[config.mk]
export PLATFORM = sky130hd
export DESIGN_NAME = ihm_top
export DESIGN_NICKNAME = d
export VERILOG_FILES = /design/src/ihm_pkg.sv /design/src/ihm_acc_if.sv /design/src/ihm_dev_port.sv /design/src/ihm_wb_slave.sv /design/src/ihm_top.sv
export SDC_FILE = /design/constraint.sdc
export NUM_CORES = 1
export LEC_CHECK = 0
export ABC_AREA = 1
export BUFFER_PORTS_ARGS = -buffer_cell sky130_fd_sc_hd__buf_4
export CAP_MARGIN = 20
export CELL_PAD_IN_SITES_DETAIL_PLACEMENT = 0
export CELL_PAD_IN_SITES_GLOBAL_PLACEMENT = 1
export CORE_ASPECT_RATIO = 0.6
export CORE_MARGIN = 2
export CORE_UTILIZATION = 40
export DETAILED_ROUTE_END_ITERATION = 7
export PLACE_DENSITY = 0.8
export SETUP_SLACK_MARGIN = 0.4
export SYNTH_ARGS = -nofsm -noshare
export SYNTH_HDL_FRONTEND = slang
export SYNTH_HIERARCHICAL = 1
export SYNTH_SLANG_ARGS = --single-unit
[constraint.sdc]
create_clock -name clk -period 2.1 [get_ports clk]
set_input_delay 0.42 -clock clk [delete_from_list [all_inputs] [get_ports clk]]
set_output_delay 0.42 -clock clk [all_outputs]
set_load 0.1 [all_outputs]
[src/ihm_pkg.sv]
// constants for the two-wire master host controller
// assumes the engine shares clk and answers a register read one cycle later
package ihm_pkg;
  // engine register indices on the engine's own port
  localparam logic [2:0] REG_DATA   = 3'h0;
  localparam logic [2:0] REG_CTRL   = 3'h1;
  localparam logic [2:0] REG_STATUS = 3'h2;
  localparam logic [2:0] REG_MODE   = 3'h3;
  localparam logic [2:0] REG_EXT    = 3'h4;
  localparam logic [2:0] REG_SADDR  = 3'h5;
  // iic_control_reg bits
  localparam int CTL_INT_ENABLE = 7;
  localparam int CTL_MASTER     = 5;
  localparam int CTL_TRANSMIT   = 4;
  localparam int CTL_ACK_CHECK  = 3;
  localparam int CTL_BUS_BUSY   = 2;
  localparam int CTL_INT_FLAG   = 1;
  localparam int CTL_START_STOP = 0;
  // iic_status_reg bits
  localparam int STA_ACK_BIT    = 0;
  localparam int STA_RX_FULL    = 1;
  localparam int STA_XFER_DONE  = 2;
  // iic_mode_reg, serial_ctrl_ext_reg and slave address register fields
  localparam int MODE_ORDER     = 7;
  localparam int EXT_HANDSHAKE  = 0;
  localparam int SADDR_FORMAT   = 0;
  // host wishbone byte offsets
  localparam logic [4:0] WB_CMD    = 5'h00;
  localparam logic [4:0] WB_TXD    = 5'h04;
  localparam logic [4:0] WB_RXD    = 5'h08;
  localparam logic [4:0] WB_STATUS = 5'h0c;
  localparam logic [4:0] WB_CFG    = 5'h10;
  localparam logic [7:0] CFG_RESET = 8'h00;
  // host commands
  typedef enum logic [2:0] {
    IHM_CMD_NONE  = 3'h0,
    IHM_CMD_START = 3'h1,
    IHM_CMD_WRITE = 3'h2,
    IHM_CMD_READ  = 3'h3,
    IHM_CMD_RDPRE = 3'h4,
    IHM_CMD_RDFIN = 3'h5,
    IHM_CMD_STOP  = 3'h6,
    IHM_CMD_CFG   = 3'h7
  } ihm_cmd_t;
endpackage : ihm_pkg

[src/ihm_acc_if.sv]
// one engine register access between sequencer and port driver
// assumes both ends on the same clock
`timescale 1ns/1ps
interface ihm_acc_if;
  logic       req;
  logic       we;
  logic [2:0] addr;
  logic [7:0] wdata;
  logic       done;
  logic [7:0] rdata;
  modport seq  (output req, output we, output addr, output wdata,
                input done, input rdata);
  modport port (input req, input we, input addr, input wdata,
                output done, output rdata);
endinterface : ihm_acc_if

[src/ihm_dev_port.sv]
// drives the engine's register port, one access at a time
// assumes engine read data is valid the cycle after the read strobe
`timescale 1ns/1ps
module ihm_dev_port
  import ihm_pkg::*;
(
  input  wire logic       clk,
  input  wire logic       rst_n,
  ihm_acc_if.port         acc,
  output logic      [2:0] dev_addr,
  output logic      [7:0] dev_wdata,
  output logic            dev_wr,
  output logic            dev_rd,
  input  wire logic [7:0] dev_rdata
);
  typedef enum logic [1:0] {P_IDLE, P_STROBE, P_SAMPLE, P_DONE} ihm_port_t;
  ihm_port_t  st_q;
  logic [7:0] rdata_q;

  wire take = (st_q == P_IDLE) && acc.req;

  ////////////////////////////////////////////////////////////////////
  always_ff @(posedge clk or negedge rst_n) begin
    if (!rst_n) begin
      st_q      <= P_IDLE;
      dev_addr  <= 3'h0;
      dev_wdata <= 8'h00;
      dev_wr    <= 1'b0;
      dev_rd    <= 1'b0;
      rdata_q   <= 8'h00;
    end else begin
      unique case (st_q)
        P_IDLE:   if (take) st_q <= P_STROBE;
        P_STROBE: st_q <= P_SAMPLE;
        P_SAMPLE: st_q <= P_DONE;
        P_DONE:   st_q <= P_IDLE;
      endcase
      dev_wr <= take && acc.we;
      dev_rd <= take && !acc.we;
      if (take) begin
        dev_addr  <= acc.addr;
        dev_wdata <= acc.wdata;
      end
      if (st_q == P_SAMPLE) rdata_q <= dev_rdata;
    end
  end

  // done stands in the gap cycle so a held request is not taken twice
  assign acc.done  = (st_q == P_DONE);
  assign acc.rdata = rdata_q;
endmodule : ihm_dev_port

[src/ihm_wb_slave.sv]
// classic wishbone slave holding the host's own registers
// assumes a single-cycle master that holds the request until ack
`timescale 1ns/1ps
module ihm_wb_slave
  import ihm_pkg::*;
(
  input  wire logic        clk,
  input  wire logic        rst_n,
  input  wire logic        wb_cyc_i,
  input  wire logic        wb_stb_i,
  input  wire logic        wb_we_i,
  input  wire logic [4:0]  wb_adr_i,
  input  wire logic [31:0] wb_dat_i,
  input  wire logic [3:0]  wb_sel_i,
  output logic      [31:0] wb_dat_o,
  output logic             wb_ack_o,
  output logic      [7:0]  txd,
  output logic      [7:0]  cfg,
  output logic             cmd_valid,
  output ihm_cmd_t         cmd,
  input  wire logic [7:0]  rxd,
  input  wire logic [3:0]  status
);
  wire acc   = wb_cyc_i && wb_stb_i && !wb_ack_o;
  // writes land at the edge where the master samples ack
  wire wr_b0 = wb_cyc_i && wb_stb_i && wb_ack_o && wb_we_i && wb_sel_i[0];
  wire hit_cmd = (wb_adr_i == WB_CMD);
  wire hit_txd = (wb_adr_i == WB_TXD);
  wire hit_cfg = (wb_adr_i == WB_CFG);
  logic [31:0] rd_mux;

  // unmapped offsets read zero and still ack
  assign rd_mux = (wb_adr_i == WB_RXD)    ? {24'h000000, rxd} :
                  (wb_adr_i == WB_STATUS) ? {28'h0000000, status} :
                  hit_txd                 ? {24'h000000, txd} :
                  hit_cfg                 ? {24'h000000, cfg} : 32'h00000000;

  ////////////////////////////////////////////////////////////////////
  always_ff @(posedge clk or negedge rst_n) begin
    if (!rst_n) begin
      wb_ack_o  <= 1'b0;
      wb_dat_o  <= 32'h00000000;
      txd       <= 8'h00;
      cfg       <= CFG_RESET;
      cmd_valid <= 1'b0;
      cmd       <= IHM_CMD_NONE;
    end else begin
      wb_ack_o  <= acc;
      wb_dat_o  <= acc ? rd_mux : 32'h00000000;
      cmd_valid <= wr_b0 && hit_cmd;
      if (wr_b0 && hit_cmd) cmd <= ihm_cmd_t'(wb_dat_i[2:0]);
      if (wr_b0 && hit_txd) txd <= wb_dat_i[7:0];
      if (wr_b0 && hit_cfg) cfg <= wb_dat_i[7:0];
    end
  end
endmodule : ihm_wb_slave

[src/ihm_top.sv]
// host controller: runs the software procedure of a two-wire master engine
// assumes engine on clk; software orders commands over classic wishbone
`timescale 1ns/1ps
// Operation
// - mode register only changed between transfers
// - check bus busy before starting
// - master and transmit select both set
// - first frame: seven-bit address plus direction
// - clear interrupt flag right after data write
// - slave acknowledges low on ninth clock
// - no acknowledge read as one: end, retry
// - read direction: clear transmit select
// - set handshake enable for receive
// - ack bit one before final byte
// - transmit select one before last read
module ihm_top
  import ihm_pkg::*;
(
  input  wire logic        clk,
  input  wire logic        rst_n,
  input  wire logic        wb_cyc_i,
  input  wire logic        wb_stb_i,
  input  wire logic        wb_we_i,
  input  wire logic [4:0]  wb_adr_i,
  input  wire logic [31:0] wb_dat_i,
  input  wire logic [3:0]  wb_sel_i,
  output logic      [31:0] wb_dat_o,
  output logic             wb_ack_o,
  output logic      [2:0]  dev_addr,
  output logic      [7:0]  dev_wdata,
  output logic             dev_wr,
  output logic             dev_rd,
  input  wire logic [7:0]  dev_rdata
);
  typedef enum logic [4:0] {
    S_IDLE, S_CF_MODE, S_CF_EXT, S_CF_SADDR,
    S_ST_CHK, S_ST_MODE, S_ST_GO, S_ST_WAIT,
    S_TX_DATA, S_TX_CLR, S_TX_WAIT, S_TX_ACK,
    S_RX_TRS, S_RX_ACK_BIT, S_RX_DUMMY,
    S_RD_WAIT, S_RD_CLR, S_RD_PREP, S_RD_DATA,
    S_SP_CLR, S_SP_ACK_CHECK_ENABLE, S_SP_GO
  } ihm_state_t;

  ihm_acc_if  acc ();
  ihm_state_t st_q, st_d;
  ihm_cmd_t   cmd, cmd_q;
  logic [7:0] txd, cfg, rxd_q;
  logic       cmd_valid, nack_q, err_q, link_q, trs_q;
  logic [3:0] status;

  // control word with master held high and interrupt enable and flag held low; transmit, ack check, bus busy and start/stop come from the arguments
  function automatic logic [7:0] ctl_word(input logic transmit_select, input logic ack_check_enable,
                                          input logic bus_busy_flag, input logic start_stop_ctl_bit);
    logic [7:0] w;
    w = 8'h00;
    w[CTL_MASTER]     = 1'b1;
    w[CTL_TRANSMIT]   = transmit_select;
    w[CTL_ACK_CHECK]  = ack_check_enable;
    w[CTL_BUS_BUSY]   = bus_busy_flag;
    w[CTL_START_STOP] = start_stop_ctl_bit;
    return w;
  endfunction : ctl_word

  ihm_wb_slave u_wb (
    .clk       (clk),
    .rst_n     (rst_n),
    .wb_cyc_i  (wb_cyc_i),
    .wb_stb_i  (wb_stb_i),
    .wb_we_i   (wb_we_i),
    .wb_adr_i  (wb_adr_i),
    .wb_dat_i  (wb_dat_i),
    .wb_sel_i  (wb_sel_i),
    .wb_dat_o  (wb_dat_o),
    .wb_ack_o  (wb_ack_o),
    .txd       (txd),
    .cfg       (cfg),
    .cmd_valid (cmd_valid),
    .cmd       (cmd),
    .rxd       (rxd_q),
    .status    (status)
  );

  ihm_dev_port u_port (
    .clk       (clk),
    .rst_n     (rst_n),
    .acc       (acc.port),
    .dev_addr  (dev_addr),
    .dev_wdata (dev_wdata),
    .dev_wr    (dev_wr),
    .dev_rd    (dev_rd),
    .dev_rdata (dev_rdata)
  );

  ////////////////////////////////////////////////////////////////////
  // one access per state, repeated in the wait states until the flag is set; the engine itself keeps the bus timing
  wire        busy     = (st_q != S_IDLE);
  wire        done     = acc.done;
  wire [7:0]  rd       = acc.rdata;
  wire        flag_set = rd[CTL_INT_FLAG];
  wire        rw_read  = txd[0];
  wire        one_byte = cfg[4];
  wire [7:0]  mode_w   = {cfg[3], 4'h0, cfg[2:0]};
  wire [7:0]  ext_w    = 8'h01 << EXT_HANDSHAKE;
  wire [7:0]  ack_bit_one = 8'h01 << STA_ACK_BIT;
  wire [7:0]  ctl_run  = ctl_word(trs_q, 1'b1, 1'b1, 1'b1);
  // a config command mid-link would upset the frame bit counter
  wire        cfg_bad  = (cmd == IHM_CMD_CFG) && link_q;

  assign status  = {link_q, err_q, nack_q, busy};
  assign acc.req = busy;
  assign acc.we  = !((st_q == S_ST_CHK) || (st_q == S_ST_WAIT) ||
                     (st_q == S_TX_WAIT) || (st_q == S_TX_ACK) ||
                     (st_q == S_RX_DUMMY) || (st_q == S_RD_WAIT) ||
                     (st_q == S_RD_DATA));

  always_comb begin
    acc.addr  = REG_CTRL;
    acc.wdata = ctl_run;
    unique case (st_q)
      S_CF_MODE:  acc.addr = REG_MODE;
      S_CF_EXT:   acc.addr = REG_EXT;
      S_CF_SADDR: acc.addr = REG_SADDR;
      S_TX_DATA:  acc.addr = REG_DATA;
      S_TX_ACK:   acc.addr = REG_STATUS;
      S_RX_ACK_BIT:  acc.addr = REG_STATUS;
      S_RX_DUMMY: acc.addr = REG_DATA;
      S_RD_PREP:  acc.addr = (cmd_q == IHM_CMD_RDPRE) ? REG_STATUS
                                                      : REG_CTRL;
      S_RD_DATA:  acc.addr = REG_DATA;
      default:    acc.addr = REG_CTRL;
    endcase
    unique case (st_q)
      S_CF_MODE:  acc.wdata = mode_w;
      S_CF_EXT:   acc.wdata = ext_w;
      S_CF_SADDR: acc.wdata = 8'h00;
      S_ST_MODE:  acc.wdata = ctl_word(1'b1, 1'b1, 1'b0, 1'b1);
      S_ST_GO:    acc.wdata = ctl_word(1'b1, 1'b1, 1'b1, 1'b0);
      S_TX_DATA:  acc.wdata = txd;
      S_RX_TRS:   acc.wdata = ctl_word(1'b0, 1'b1, 1'b1, 1'b1);
      S_RX_ACK_BIT:  acc.wdata = one_byte ? ack_bit_one : 8'h00;
      S_RD_PREP:  acc.wdata = (cmd_q == IHM_CMD_RDPRE) ? ack_bit_one
                            : ctl_word(1'b1, 1'b1, 1'b1, 1'b1);
      S_SP_ACK_CHECK_ENABLE:  acc.wdata = ctl_word(trs_q, 1'b0, 1'b1, 1'b1);
      S_SP_GO:    acc.wdata = ctl_word(trs_q, 1'b0, 1'b0, 1'b0);
      default:    acc.wdata = ctl_run;
    endcase
  end

  ////////////////////////////////////////////////////////////////////
  always_comb begin
    st_d = st_q;
    unique case (st_q)
      S_IDLE: if (cmd_valid && !cfg_bad) begin
        unique case (cmd)
          IHM_CMD_CFG:   st_d = S_CF_MODE;
          IHM_CMD_START: st_d = S_ST_CHK;
          IHM_CMD_WRITE: st_d = S_TX_DATA;
          IHM_CMD_READ,
          IHM_CMD_RDPRE,
          IHM_CMD_RDFIN: st_d = S_RD_WAIT;
          IHM_CMD_STOP:  st_d = S_SP_CLR;
          IHM_CMD_NONE:  st_d = S_IDLE;
        endcase
      end
      S_CF_MODE:  if (done) st_d = S_CF_EXT;
      S_CF_EXT:   if (done) st_d = S_CF_SADDR;
      S_CF_SADDR: if (done) st_d = S_IDLE;
      S_ST_CHK:   if (done) st_d = rd[CTL_BUS_BUSY] ? S_IDLE
                                                    : S_ST_MODE;
      S_ST_MODE:  if (done) st_d = S_ST_GO;
      S_ST_GO:    if (done) st_d = S_ST_WAIT;
      S_ST_WAIT:  if (done && flag_set) st_d = S_TX_DATA;
      S_TX_DATA:  if (done) st_d = S_TX_CLR;
      S_TX_CLR:   if (done) st_d = S_TX_WAIT;
      S_TX_WAIT:  if (done && flag_set) st_d = S_TX_ACK;
      S_TX_ACK:   if (done) begin
        st_d = (cmd_q == IHM_CMD_START && rw_read && !rd[STA_ACK_BIT])
               ? S_RX_TRS : S_IDLE;
      end
      S_RX_TRS:   if (done) st_d = S_RX_ACK_BIT;
      S_RX_ACK_BIT:  if (done) st_d = S_RX_DUMMY;
      S_RX_DUMMY: if (done) st_d = S_IDLE;
      S_RD_WAIT:  if (done && flag_set) st_d = S_RD_CLR;
      S_RD_CLR:   if (done) begin
        st_d = (cmd_q == IHM_CMD_READ) ? S_RD_DATA : S_RD_PREP;
      end
      S_RD_PREP:  if (done) st_d = S_RD_DATA;
      S_RD_DATA:  if (done) st_d = S_IDLE;
      S_SP_CLR:   if (done) st_d = S_SP_ACK_CHECK_ENABLE;
      S_SP_ACK_CHECK_ENABLE:  if (done) st_d = S_SP_GO;
      S_SP_GO:    if (done) st_d = S_IDLE;
    endcase
  end

  always_ff @(posedge clk or negedge rst_n) begin
    if (!rst_n) begin
      st_q   <= S_IDLE;
      cmd_q  <= IHM_CMD_NONE;
      rxd_q  <= 8'h00;
      nack_q <= 1'b0;
      err_q  <= 1'b0;
      link_q <= 1'b0;
      trs_q  <= 1'b1;
    end else begin
      st_q <= st_d;
      if (st_q == S_IDLE && cmd_valid) begin
        cmd_q <= cmd;
        err_q <= cfg_bad;
      end
      if (st_q == S_ST_CHK && done) begin
        err_q  <= rd[CTL_BUS_BUSY];
        nack_q <= 1'b0;
        link_q <= !rd[CTL_BUS_BUSY];
        trs_q  <= 1'b1;
      end
      if (st_q == S_TX_ACK && done) nack_q <= rd[STA_ACK_BIT];
      if (st_q == S_RX_TRS && done) trs_q <= 1'b0;
      if (st_q == S_RD_PREP && done && cmd_q == IHM_CMD_RDFIN) trs_q <= 1'b1;
      if (st_q == S_RD_DATA && done) rxd_q <= rd;
      if (st_q == S_SP_GO && done) link_q <= 1'b0;
    end
  end
  // the engine's interrupt line is not used: polling keeps the host simple
endmodule : ihm_top

**After elaboration in Yosys (flattened, before gate mapping)**

Memories as Yosys holds them, arrays and structs flattened.
Index checks and enable logic that the tools add are counted.

- Bits in registers: 96
- ROM bits: 40
- Input bits: 54
- Output and inout port bits: 46
- Word-level logic and storage cells: 164
- Memories: 1

- Equal/unequal tests: 53
- Mux-type cells: 44
- Reduce and logical (&&, ||, !) cells: 47

Memories:

| name | depth | width | read ports | clocked after Yosys merged registers in | wr ports | RTL line | source |
|---|---|---|---|---|---|---|---|
| (name not given) | 8 | 5 | 1 | 0 | 0 | ihm_top.sv:154 | `unique case (cmd)` |

Operators by type and width:

| cell | number |
|---|---|
| 32-bit 2-to-1 mux | 4 |
| 5-bit 2-to-1 mux | 19 |
| 5-bit case mux with 19 select lines | 1 |
| 8-bit case mux with 11 select lines | 1 |
| 5-bit by 4-bit == test with 1-bit output (second input constant) | 10 |
| 5-bit == test (second input constant) | 7 |
| 2-bit != test (second input constant) | 15 |
| 5-bit by 3-bit == test with 1-bit output (second input constant) | 5 |
| 1-bit logical AND | 24 |
| 19-bit AND reduction | 1 |
| 3-bit case mux with 6 select lines | 1 |
| 5-bit by 2-bit == test with 1-bit output (second input constant) | 2 |
| 5-bit logical NOT | 2 |
| 1-bit 2-to-1 mux | 10 |
| 2-bit by 1-bit != test with 1-bit output (second input constant) | 5 |
| 3-bit == test (second input constant) | 3 |
| 8-bit 2-to-1 mux | 1 |
| 2-bit case mux with 4 select lines | 1 |
| 1-bit logical OR | 6 |
| 2-bit 2-to-1 mux | 3 |
| 6-bit 2-to-1 mux | 1 |
| 2-bit nonzero test | 3 |
| 5-bit by 1-bit == test with 1-bit output (second input constant) | 1 |
| 1-bit logical NOT | 5 |
| 12 further kinds | 13 |

**Logic depth before layout (Yosys ltp)**

Gate-level depths: netlist of the first run.

- Depth after elaboration: 9
- Depth in mapped cells: 13
- Depth with buffers taken out: 12

**By module**

Netlist of the first run, hierarchy kept.

Modules (own cells, without submodules):

| module | instances | cells an instance | area each (µm²) | seq. area each (µm²) |
|---|---|---|---|---|
| ihm_top | 1 | 244 | 1,702.9 | 501.7 |
| ihm_wb_slave | 1 | 192 | 1,651.6 | 725.7 |
| ihm_dev_port | 1 | 105 | 962.2 | 575.6 |

**Worst setup path before layout of the first run**

OpenSTA, ideal clock, no wires.

- Path kind: register to register
- Start point: reg u_wb.wb_ack_o
- End point: reg u_wb.txd[2]
- Library setup time: 0.117 ns
- Arrival time: 1.891 ns
- Data required time: 1.983 ns
- Setup slack: 0.091 ns
- Stages on the path, launching flop included: 7
- Path buffers: 1
- Period minus slack after synthesis: 2.009 ns
- Cells stage by stage: dfrtp_1 > nand3_1 > nor2_1 > nand4_4 > buf_6 > nand2_1 > o21ai_2

- Cells in the longest elaborated chain, start to end: 4

Ends and longest elaborated chain:

| what | RTL line | source |
|---|---|---|
| start: declaration | ihm_wb_slave.sv:16 | `output logic wb_ack_o,` |
| start signal: assignment | ihm_wb_slave.sv:41 | `wb_ack_o <= 1'b0;` |
| start signal: assignment | ihm_wb_slave.sv:48 | `wb_ack_o <= acc;` |
| 1-bit logical AND (3 in series) | ihm_wb_slave.sv:26 | `wire wr_b0 = wb_cyc_i && wb_stb_i && wb_ack_o && wb_we_i && wb_sel_i[0];` |
| 1-bit logical AND | ihm_wb_slave.sv:52 | `if (wr_b0 && hit_txd) txd <= wb_dat_i[7:0];` |
| end signal: assignment | ihm_wb_slave.sv:52 |  |
| end: declaration | ihm_wb_slave.sv:17 | `output logic [7:0] txd,` |

Every way passes these cells.
A chain may end at the register's enable or synchronous reset.

==> metrics.yaml, run 1 <==
cells_and_area:
  area_growth_syn_to_layout_pct: 24.0
  final_net_count: 670
  regArea_mm2: 0.00181
  layout.cells.most_common_list: "130 x nand2_1, 71 x buf_4, 66 x dfrtp_1"
  number_of_filler_cells_placed_in_the_layout: 1076
  antenna-diode-count: 0
  mostFrequentLayoutCell: "nand2_1"
  postLayoutCellArea_mm2: 0.00535
  multiInputGateArea_mm2: 0.00218
  layout-drive-gt1-share_pct: 31.1
global_routing:
  first_global_vias: 3485
  grt.total_usage_pct: 20.3
  overflow: 0
  number_of_antenna_violations_at_the_first_check_in_global_routing: 0
  grt_first_pass_wirelength_mm: 18.5
  grt_max_degree: 39
synth:
  synth_enable_flop_cells: 0
  ys.flop_type: "dfrtp_1"
  postSynthRegisterBits: 72
  synth_cell_types: 43
  syn-instance-count: 541
  yosysWarnings: 6
  postSynth.asyncResetShare_pct: 100
  synth.avg_cell_area_um2: 7.98
  synth.cell_area_mm2: 0.00432
  ys_seq_area_share_pct: 41.8
cts:
  clk_pin_slew_worst_paths_ps: 60
  tritoncts: "built"
  cts-root-buf: "clkbuf_16"
  h-tree-depth: 3
  clock_insertion_delay_at_the_later_pin_of_the_skew_report_ps: 330
  post_cts_hold_buffer_count: 0
  clock_path_buffers: 2
  tritoncts_buffer_count: 9
  clkSinkCount: 72
placed_design:
  place.detailed.hpwl_mm: 9.06
  finalWeightedCongestion: 0.866
  dpl-instance-area_mm2: 0.00479
  number_of_input_and_output_port_buffers_inserted: 48
worst_setup_path:
  cpMostUsedCell: "nand2_1"
  crit_slowest_cell: "dfrtp_2"
  critPathMaxFanout: 8
  criticalPathCategory: "register to register"
  worstReg2RegEnd: "st_q[4]"
  timing.critical_path.from: "st_q[2]"
  worst_r2r_src: "st_q[2]"
  r2r.worst_path.cells: 13
  critical_path_end_type: "register"
  critPathArrivalTime_ps: 1920
  worst_path_largest_cell_delay_ps: 490
  worst_setup_path_start_kind: "register"
  critical_path_required_ps: 2320
  setup.reg_to_reg.worst_slack_ps: 400
  critical_path.cell_chain: "nand2_2 -> inv_2 -> nand2_1 -> nand2_1 -> nand2_2 -> buf_6 -> nand2_8 -> nor2_8 -> nand2_4 -> nand2_4 -> nand2_4 -> nand2_1 -> nand2_1"
die:
  die_height_um: 84.5
  floorplan.rows: 29
  dieWidth_um: 138
  dieArea_mm2: 0.0117
  initial_utilization_pct: 41.0
  core-area_mm2: 0.0105
  ios: 100
route:
  drc_errors: 0
  detailedRoute.firstPassIterationCount: 5
  wl_mm: 11.4
  antenna_violating_nets_post_route: 0
  via_per_inst: 4.90
  detail_route.wl_per_cell_um: 15.0
  drt_first_iter_violations: 326
  num_vias: 3711
outcome:
  outcome: "finished, final reports clean"
pwr:
  leakagePower_nw: 2.75
  irDropWorstVdd_mv: 0.508
  cellPowerDensity_mw_per_mm2: 743
timing:
  post-route-period-util_pct: 81.0
  final-hold-violation-count: 0
  fin_setup_tns_ps: 0
  final_max_slew_viol_count: 0
  timing.slew.headroom_pct: 52.9
  fmaxAchievable_mhz: 588
  timing.final.crit_period_ps: 1700
  finalClockSkew_ps: 7.06
  timing_worst_slew_pin_value_ps: 704
  rsz0062_at_grt: "true"
  finalSetupViolations: 0
hold_path:
  worstHoldPathType: "input port to async pin"
job:
  max_cap_viol_count: 0
## report_power, final
| part | switching (W) | internal [W] | leakage, nW | total (W) |
|---|---|---|---|---|
| logic | 0.000589 | 0.000197 | 1.66 | 0.000785 |
| clock network | 0.000574 | 0.00104 | 0.150 | 0.00161 |
| registers | 0.0000799 | 0.00150 | 0.935 | 0.00158 |
## routing by layer
metal / vias up / GRT usage (%) / part of all wire, %
li1: 1831 / - / -
met1: 1766 / 32.4 / 52
met2: 103 / 27.3 / 40
met3: 11 / 5.36 / 7.3
met4: 0 / 3.34 / 0.83
met5: - / 0 / 0
## cell families after synthesis
group                    after synthesis  share of synthesized area, %
AND/OR/NAND/NOR                      283                          32.9
buffers and inverters                114                          13.4
flip-flops                            72                          41.8
AO/OA/AOI/OAI                         62                          9.45
multiplexers                           5                          1.30
adder cells (fa/ha/maj)                3                         0.870
other                                  1                        0.0869
XOR/XNOR                               1                         0.203
## area by class of cell
cell class	instances	share of cell area, %
multi-input combinational	378	40.7
sequential	72	33.8
timing repair buffer	75	11.0
inverter	77	5.45
clock buffer	11	4.35
tap	139	3.25
clock inverter	5	1.52
## flip-flops by register name, summed over array words and instances, names as in the netlist, 5 cells and up
register,count
u_port/dev_wdata,8
st_q,5
rxd_q,8
u_port/acc.rdata,8
u_wb/cfg,8
u_wb/txd,8
u_wb/wb_dat_o,8
## worst max-delay path by stage
stage / to / slack, ps / depth (start not counted)
after floorplan: u_wb/txd[2] / 420 / 6
after global placement: u_port/dev_wdata[4] / 210 / 9
after detailed placement: u_port/dev_wdata[4] / 220 / 9
after CTS: u_port/dev_wdata[4] / 390 / 9
after global routing: st_q[3] / 300 / 11
final: st_q[4] / 400 / 13
## worst max-delay path, delay by kind of cell, from the launching register on
family / cells / cell delay (ps)
simple gates: 11 / 900
flops: 1 / 490
buf+inv: 2 / 190
## cell usage after synthesis, types with 2 or more instances
master / number / area share [%]
nor2_4: 8 / 2.1
nand2_1: 139 / 12
nand2_4: 6 / 1.6
inv_1: 64 / 5.6
inv_2: 12 / 1.0
nand4_1: 17 / 2.5
buf_6: 5 / 1.3
o21ai_2: 12 / 2.4
ha_1: 3 / 0.87
a211oi_1: 2 / 0.35
nor2_1: 36 / 3.1
a22o_1: 2 / 0.41
dfrtp_1: 71 / 41
o21ai_0: 29 / 3.4
buf_2: 3 / 0.35
nand2_2: 6 / 0.87
a21oi_1: 4 / 0.46
o211ai_1: 6 / 1.0
nor2_8: 2 / 0.93
nor3_1: 7 / 0.81
buf_4: 29 / 5.0
nand3_2: 4 / 0.93
or2_2: 2 / 0.29
nor2_2: 8 / 1.2
nand3_1: 43 / 5.0
mux2_1: 4 / 1.0
## metrics by stage
step	worst slack (ps)	total power, W	hold slack (ps)	std cells	util [%]
2_1_floorplan	420	0.00219	124	564	-
3_5_place_dp	215	0.00238	408	731	45.5
3_3_place_gp	211	0.00234	397	731	45.5
6_report	400	0.00398	45.7	757	50.9
5_1_grt	301	0.00419	79.8	757	50.9
4_1_cts	385	0.00401	56.2	751	49.2
## repair_timing
item	4_1_cts	5_1_grt
resized for setup	16	36
cloned	0	0
endpoints found under the setup margin	25	24
setup buffers	4	6
pin swaps	5	17
Power figures use the tool's default switching activity.
==> run 2: changes to the inputs <==
==> constraint.sdc (replaced) <==
create_clock -name clk -period 1.7 [get_ports clk]
set_input_delay 0.34 -clock clk [delete_from_list [all_inputs] [get_ports clk]]
set_output_delay 0.34 -clock clk [all_outputs]
set_load 0.1 [all_outputs]
==> run 2 against run 1 <==
  * Non-clock buffer count grew 29
  * Combinational power grew 29%
  * Sequential cell count unchanged
  * Worst hold slack better by 150 ps
  * Critical endpoint is now st_q[1]
  * Highest routed layer unchanged
==> metrics.yaml, run 2 (synthesized netlist as in run 1, its figures left out) <==
die:
  core-area_mm2: 0.0105  # unchanged
  dieWidth_um: 138  # unchanged
  initial_utilization_pct: 41.0  # unchanged
  dieArea_mm2: 0.0117  # unchanged
  floorplan.rows: 29  # unchanged
  ios: 100  # unchanged
  die_height_um: 84.5  # unchanged
timing:
  finalSetupViolations: 0  # unchanged
  final_max_slew_viol_count: 0  # unchanged
  rsz0062_at_grt: "true"  # unchanged
  finalClockSkew_ps: 6.45  # was 7.06 ps
  final-hold-violation-count: 0  # unchanged
  post-route-period-util_pct: 99.7  # was 81.0%
  worst_slack_ps: 4.98  # was 400 ps
  fmaxAchievable_mhz: 590  # was 588 MHz
  timing.final.crit_period_ps: 1700  # about the same
worst_setup_path:
  critical_path_required_ps: 1930  # was 2320 ps
  critical_path_end_type: "register"  # unchanged
  setup.reg_to_reg.worst_slack_ps: 5  # was 400 ps
  worst_r2r_src: "st_q[2]"  # unchanged
  worst_setup_path_start_kind: "register"  # unchanged
  critPathMaxFanout: 7  # was 8
  critPathArrivalTime_ps: 1920  # about the same
  worstReg2RegEnd: "st_q[1]"  # was st_q[4]
  criticalPathCategory: "register to register"  # unchanged
  r2r.worst_path.cells: 9  # was 13
  timing.critical_path.from: "st_q[2]"  # unchanged
placed_design:
  dpl_worst_slack_ps: -50.2  # was 215 ps
  dpl-instance-area_mm2: 0.00510  # was 0.00479 mm²
  number_of_input_and_output_port_buffers_inserted: 48  # unchanged
  finalWeightedCongestion: 0.927  # was 0.866
  place.detailed.hpwl_mm: 9.16  # was 9.06 mm
pwr:
  leakagePower_nw: 2.96  # was 2.75 nW
  design_power_total_w: 0.00475  # was 0.00398 W
  irDropWorstVdd_mv: 0.550  # was 0.508 mV
  cellPowerDensity_mw_per_mm2: 810  # was 743 mW/mm²
cells_and_area:
  area_growth_syn_to_layout_pct: 35.9  # was 24.0%
  number_of_filler_cells_placed_in_the_layout: 957  # was 1076
  layout.cells.most_common_list: "121 x nand2_1, 73 x buf_4, 65 x dfrtp_1"  # was 130 x nand2_1, 71 x buf_4, 66 x dfrtp_1
  final_net_count: 699  # was 670
  layout-drive-gt1-share_pct: 38.5  # was 31.1%
  postLayoutCellArea_mm2: 0.00586  # was 0.00535 mm²
  antenna-diode-count: 0  # unchanged
  layout.core_utilization_pct: 55.7  # was 50.9%
  mostFrequentLayoutCell: "nand2_1"  # unchanged
cts:
  tritoncts_buffer_count: 9  # unchanged
  clock_insertion_delay_at_the_later_pin_of_the_skew_report_ps: 340  # was 330 ps
  h-tree-depth: 3  # unchanged
  clock_path_buffers: 2  # unchanged
  cts-root-buf: "clkbuf_16"  # unchanged
  clk_pin_slew_worst_paths_ps: 60  # about the same
  tritoncts: "built"  # unchanged
  clkSinkCount: 72  # unchanged
job:
  max_cap_viol_count: 0  # unchanged
hold_path:
  worst_hold_path.endpoint: "u_port/acc.rdata[7]"
  startpoint_of_the_tightest_hold_check_path: "dev_rdata[7]"
  worstHoldPathType: "input port to register"  # was input port to async pin
  min_delay_path_depth: 3
route:
  drt_first_iter_violations: 346  # was 326
  drc_errors: 0  # unchanged
  num_vias: 3826  # was 3711
  detail_route.wl_per_cell_um: 14.9  # was 15.0 µm
  antenna_violating_nets_post_route: 0  # unchanged
  detailedRoute.firstPassIterationCount: 5  # unchanged
  via_per_inst: 4.87  # was 4.90
  wl_mm: 11.7  # was 11.4 mm
global_routing:
  first_global_vias: 3543  # was 3485
  grt_max_degree: 31  # was 39
  grt_first_pass_wirelength_mm: 18.8  # was 18.5 mm
  overflow: 0  # unchanged
  grt.total_usage_pct: 20.6  # was 20.3%
  number_of_antenna_violations_at_the_first_check_in_global_routing: 0  # unchanged
outcome:
  outcome: "finished, final reports clean"  # unchanged
==> run 2: cell types whose count changed in the layout (fill, tap and decap cells not counted), moves of 6 or more <==
| cell | delta |
|---|---|
| o21ai_1 | +12 |
| buf_12 | +6 |
| o21ai_0 | -12 |
| buf_6 | +15 |
| nand2_1 | -9 |
| nand2_4 | +6 |
==> run 2: worst max path at each step <==
stage	slack, ps	end	cells after the start
2_1_floorplan	240	rxd_q[3]	7
4_1_cts	40	st_q[2]	12
3_3_place_gp	-50	u_port/dev_wdata[4]	9
3_5_place_dp	-50	u_port/dev_wdata[4]	9
5_1_grt	-100	st_q[4]	9
6_report	5	st_q[1]	9
==> run 2: metal layers <==
metal | GRT usage, % | share of wire (%) | vias up
met1 | 33.9 | 54 | 1806
met2 | 26.4 | 39 | 117
met4 | 4.82 | 0.62 | 0
met3 | 4.62 | 6.5 | 7
met5 | 0 | 0 | -
li1 | - | - | 1896
==> run 2: worst max-delay path, cell delays in order (launching register included) <==
cell and delay, ps:
dfrtp_2 510, buf_6 160, nand4_1 200, nand3_4 120, nor2_4 220, nand2_4 70, nand2_4 90, nand2_4 80
nand2_1 70, nand2_1 50
==> run 2: metrics by stage <==
stage | std cells | hold slack, ps | setup TNS [ps]
detailed placement | 758 | 289 | -271
finish | 786 | 197 | 0
floorplan | 564 | 44.4 | 0
CTS | 780 | 189 | 0
global route | 786 | 198 | -808
global placement | 758 | 279 | -188
==> run 2: layout make-up <==
type | count | area [µm²] | share of cell area, %
Tap cell | 139 | 174 | 2.97
Clock buffer | 9 | 225 | 3.84
Clock inverter | 7 | 55.1 | 0.939
Inverter | 77 | 314 | 5.36
Timing Repair Buffer | 104 | 976 | 16.6
Sequential cell | 72 | 1810 | 30.9
Multi-Input combinational cell | 378 | 2310 | 39.3
==> run 2: power breakdown <==
| part | switching (W) | internal [W] |
|---|---|---|
| Combinational | 0.000735 | 0.000273 |
| Clock | 0.000782 | 0.00100 |
| Sequential | 0.000110 | 0.00185 |
==> run 2: timing repair <==
| item | in CTS | in global routing |
|---|---|---|
| setup endpoints to repair | 54 | 59 |
| gates resized for setup | 59 | 54 |
| setup buffers | 5 | 6 |
| pin swaps | 10 | 14 |
| hold endpoints to repair | 26 | 0 |
| hold buffers | 1 | 0 |
==> run 3: changes to the inputs <==
--- a/config.mk
+++ b/config.mk
@@ -6,7 +6,7 @@
 export NUM_CORES = 1
 export LEC_CHECK = 0
 export ABC_AREA = 1
-export BUFFER_PORTS_ARGS = -buffer_cell sky130_fd_sc_hd__buf_4
+export BUFFER_PORTS_ARGS = -buffer_cell sky130_fd_sc_hd__buf_2
 export CAP_MARGIN = 20
 export CELL_PAD_IN_SITES_DETAIL_PLACEMENT = 0
 export CELL_PAD_IN_SITES_GLOBAL_PLACEMENT = 1
@@ -14,8 +14,10 @@
 export CORE_MARGIN = 2
 export CORE_UTILIZATION = 40
 export DETAILED_ROUTE_END_ITERATION = 7
+export HOLD_SLACK_MARGIN = 0.05
 export PLACE_DENSITY = 0.8
 export SETUP_SLACK_MARGIN = 0.4
+export SLEW_MARGIN = 20
 export SYNTH_ARGS = -nofsm -noshare
 export SYNTH_HDL_FRONTEND = slang
 export SYNTH_HIERARCHICAL = 1
==> run 3 against run 2 <==
  * The flow now finishes with violations (negative setup slack)
  * Cell count increased by 3.1%
  * Core utilization increased by 3.2 points
  * Final area is 5.8% higher
  * Maximum frequency is 2.0% lower
  * Non-clock buffer count grew 23
  * Worst setup slack got worse by 35 ps
  * Clock skew increased by 1.5 ps
==> metrics.yaml, run 3 (synthesized netlist as in run 1, its figures left out) <==
pwr:
  switching_power_w: 0.00168  # was 0.00163 W
  cellPowerDensity_mw_per_mm2: 775  # was 810 mW/mm²
  power.internal_w: 0.00312  # about the same
  design_power_total_w: 0.00481  # was 0.00475 W
  share_seq_of_total_power_pct: 40.8  # was 41.3%
  clkPwrFrac_pct: 37.0  # was 37.5%
  irDropWorstVdd_mv: 0.515  # was 0.550 mV
  p_comb_share_pct: 22.2  # was 21.2%
  leakagePower_nw: 3.08  # was 2.96 nW
  switching_share_pct: 35.0  # was 34.2%
timing:
  rsz0062_at_grt: "true"  # unchanged
  fmaxAchievable_mhz: 578  # was 590 MHz
  worst_slack_ps: -30.0  # was 4.98 ps
  post-route-period-util_pct: 102  # was 99.7%
  final_max_slew_viol_count: 0  # unchanged
  finalClockSkew_ps: 7.98  # was 6.45 ps
  finalSetupViolations: 4  # was 0
  final-hold-violation-count: 0  # unchanged
  timing.final.crit_period_ps: 1730  # was 1700 ps
worst_setup_path:
  critPathMaxFanout: 7  # unchanged
  critical_path_end_type: "register"  # unchanged
  critical_path_required_ps: 1930  # about the same
  critPathArrivalTime_ps: 1960  # was 1920 ps
  r2r.worst_path.cells: 9  # unchanged
  criticalPathCategory: "register to register"  # unchanged
  worst_setup_path_start_kind: "register"  # unchanged
job:
  max_cap_viol_count: 0  # unchanged
die:
  ios: 100  # unchanged
  die_height_um: 84.5  # unchanged
  dieWidth_um: 138  # unchanged
  core-area_mm2: 0.0105  # unchanged
  floorplan.rows: 29  # unchanged
  initial_utilization_pct: 41.0  # unchanged
  dieArea_mm2: 0.0117  # unchanged
cts:
  clk_pin_slew_worst_paths_ps: 60  # about the same
  cts-root-buf: "clkbuf_16"  # unchanged
  tritoncts_buffer_count: 9  # unchanged
  clkSinkCount: 72  # unchanged
  tritoncts: "built"  # unchanged
  h-tree-depth: 3  # unchanged
  clock_path_buffers: 2  # unchanged
  clock_insertion_delay_at_the_later_pin_of_the_skew_report_ps: 340  # about the same
cells_and_area:
  number_of_filler_cells_placed_in_the_layout: 923  # was 957
  antenna-diode-count: 0  # unchanged
  layout-drive-gt1-share_pct: 43.8  # was 38.5%
  layout.cells.most_common_list: "119 x nand2_1, 65 x dfrtp_1, 56 x buf_4"  # was 121 x nand2_1, 73 x buf_4, 65 x dfrtp_1
  final_net_count: 723  # was 699
  area_growth_syn_to_layout_pct: 43.7  # was 35.9%
  mostFrequentLayoutCell: "nand2_1"  # unchanged
route:
  detailedRoute.firstPassIterationCount: 5  # unchanged
  drt_first_iter_violations: 271  # was 346
  drc_errors: 0  # unchanged
  via_per_inst: 4.90  # was 4.87
  wl_mm: 12.4  # was 11.7 mm
  num_vias: 3969  # was 3826
  detail_route.wl_per_cell_um: 15.4  # was 14.9 µm
  antenna_violating_nets_post_route: 0  # unchanged
global_routing:
  number_of_antenna_violations_at_the_first_check_in_global_routing: 0  # unchanged
  grt_first_pass_wirelength_mm: 19.9  # was 18.8 mm
  grt.total_usage_pct: 21.8  # was 20.6%
  grt_max_degree: 53  # was 31
  first_global_vias: 3778  # was 3543
  overflow: 0  # unchanged
outcome:
  violations: "negative setup slack"
  outcome: "complete, but fails checks"  # was finished, final reports clean
placed_design:
  place.detailed.hpwl_mm: 9.17  # was 9.16 mm
  number_of_input_and_output_port_buffers_inserted: 48  # unchanged
  dpl_worst_slack_ps: -98.7  # was -50.2 ps
  finalWeightedCongestion: 0.920  # was 0.927
hold_path:
  min_delay_path_depth: 3  # unchanged
  worstHoldPathType: "input port to register"  # unchanged
run 3: cell types whose count changed in the layout (fill, tap and decap cells not counted), moves of 9 or more:
cell	previous run	this run
buf_2	0	26
buf_4	73	56
buf_6	18	31
nand3_1	39	28
nand3_2	4	13
run 3: routing by layer:
layer	global-route usage [%]	vias up	wire length (µm)
met3	5.70	12	829
met4	3.99	0	95
met2	30.7	102	5190
met1	33.6	1905	6320
met5	0	-	0
li1	-	1950	-
run 3: stage by stage:
| step | TNS (ps) | utilization (%) | hold WS, ps | cell area (µm²) | instances |
|---|---|---|---|---|---|
| 6_report | -88.9 | 59.0 | 194 | 6200 | 810 |
| 3_5_place_dp | -930 | 47.5 | 191 | 5000 | 761 |
| 2_1_floorplan | 0 | - | 44.4 | 4520 | 564 |
| 3_3_place_gp | -767 | 47.5 | 186 | 5000 | 761 |
| 4_1_cts | 0 | 54.5 | 187 | 5730 | 794 |
| 5_1_grt | -728 | 59.0 | 202 | 6200 | 810 |
run 3: critical path, stage by stage (launching register included):
cell     delay [ps]
dfrtp_2         490
nor2_4          290
inv_4           100
nor2_4          190
nor2_4           70
nand4_1          70
or2_4           150
nand4_1          90
nand3_1         100
nand2_1          50
run 3: cell type report:
type / instances / area, µm² / share of cell area, %
tap: 139 / 174 / 2.80
clock inverter: 7 / 56.3 / 0.907
timing repair buffer: 127 / 1140 / 18.4
inverter: 77 / 330 / 5.32
clock buffer: 9 / 225 / 3.63
multi-input combinational: 379 / 2470 / 39.7
sequential: 72 / 1810 / 29.2
run 3: worst paths after layout:
path	startpoint	endpoint	slack (ps)
hold / removal	dev_rdata[3]	u_port/acc.rdata[3]	190
setup reg to reg	st_q[2]	u_port/dev_wdata[2]	-30
hold reg to reg	u_port/acc.rdata[1]	u_port/acc.rdata[1]	470
max in group asynchronous	rst_n	trs_q	770
setup / recovery	st_q[2]	u_port/dev_wdata[2]	-30
min in group asynchronous	rst_n	u_wb/cfg[6]	370
run 3: timing repair:
| item | in CTS | in global routing |
|---|---|---|
| gates cloned | 0 | 1 |
| resized for setup | 98 | 94 |
| buffers inserted | 16 | 15 |
| hold endpoints to repair | 5 | 0 |
| pin swaps | 24 | 23 |
| hold buffers | 1 | 0 |
| endpoints found under the setup margin | 58 | 64 |
run 3: power by group through the flow:
stage	clock network [W]	logic, W	registers (W)
2_1_floorplan	0	0.000725	0.00199
6_report	0.00178	0.00107	0.00196
3_5_place_dp	0	0.000942	0.00198
5_1_grt	0.00189	0.00118	0.00198
4_1_cts	0.00182	0.000992	0.00196
3_3_place_gp	0	0.000919	0.00197
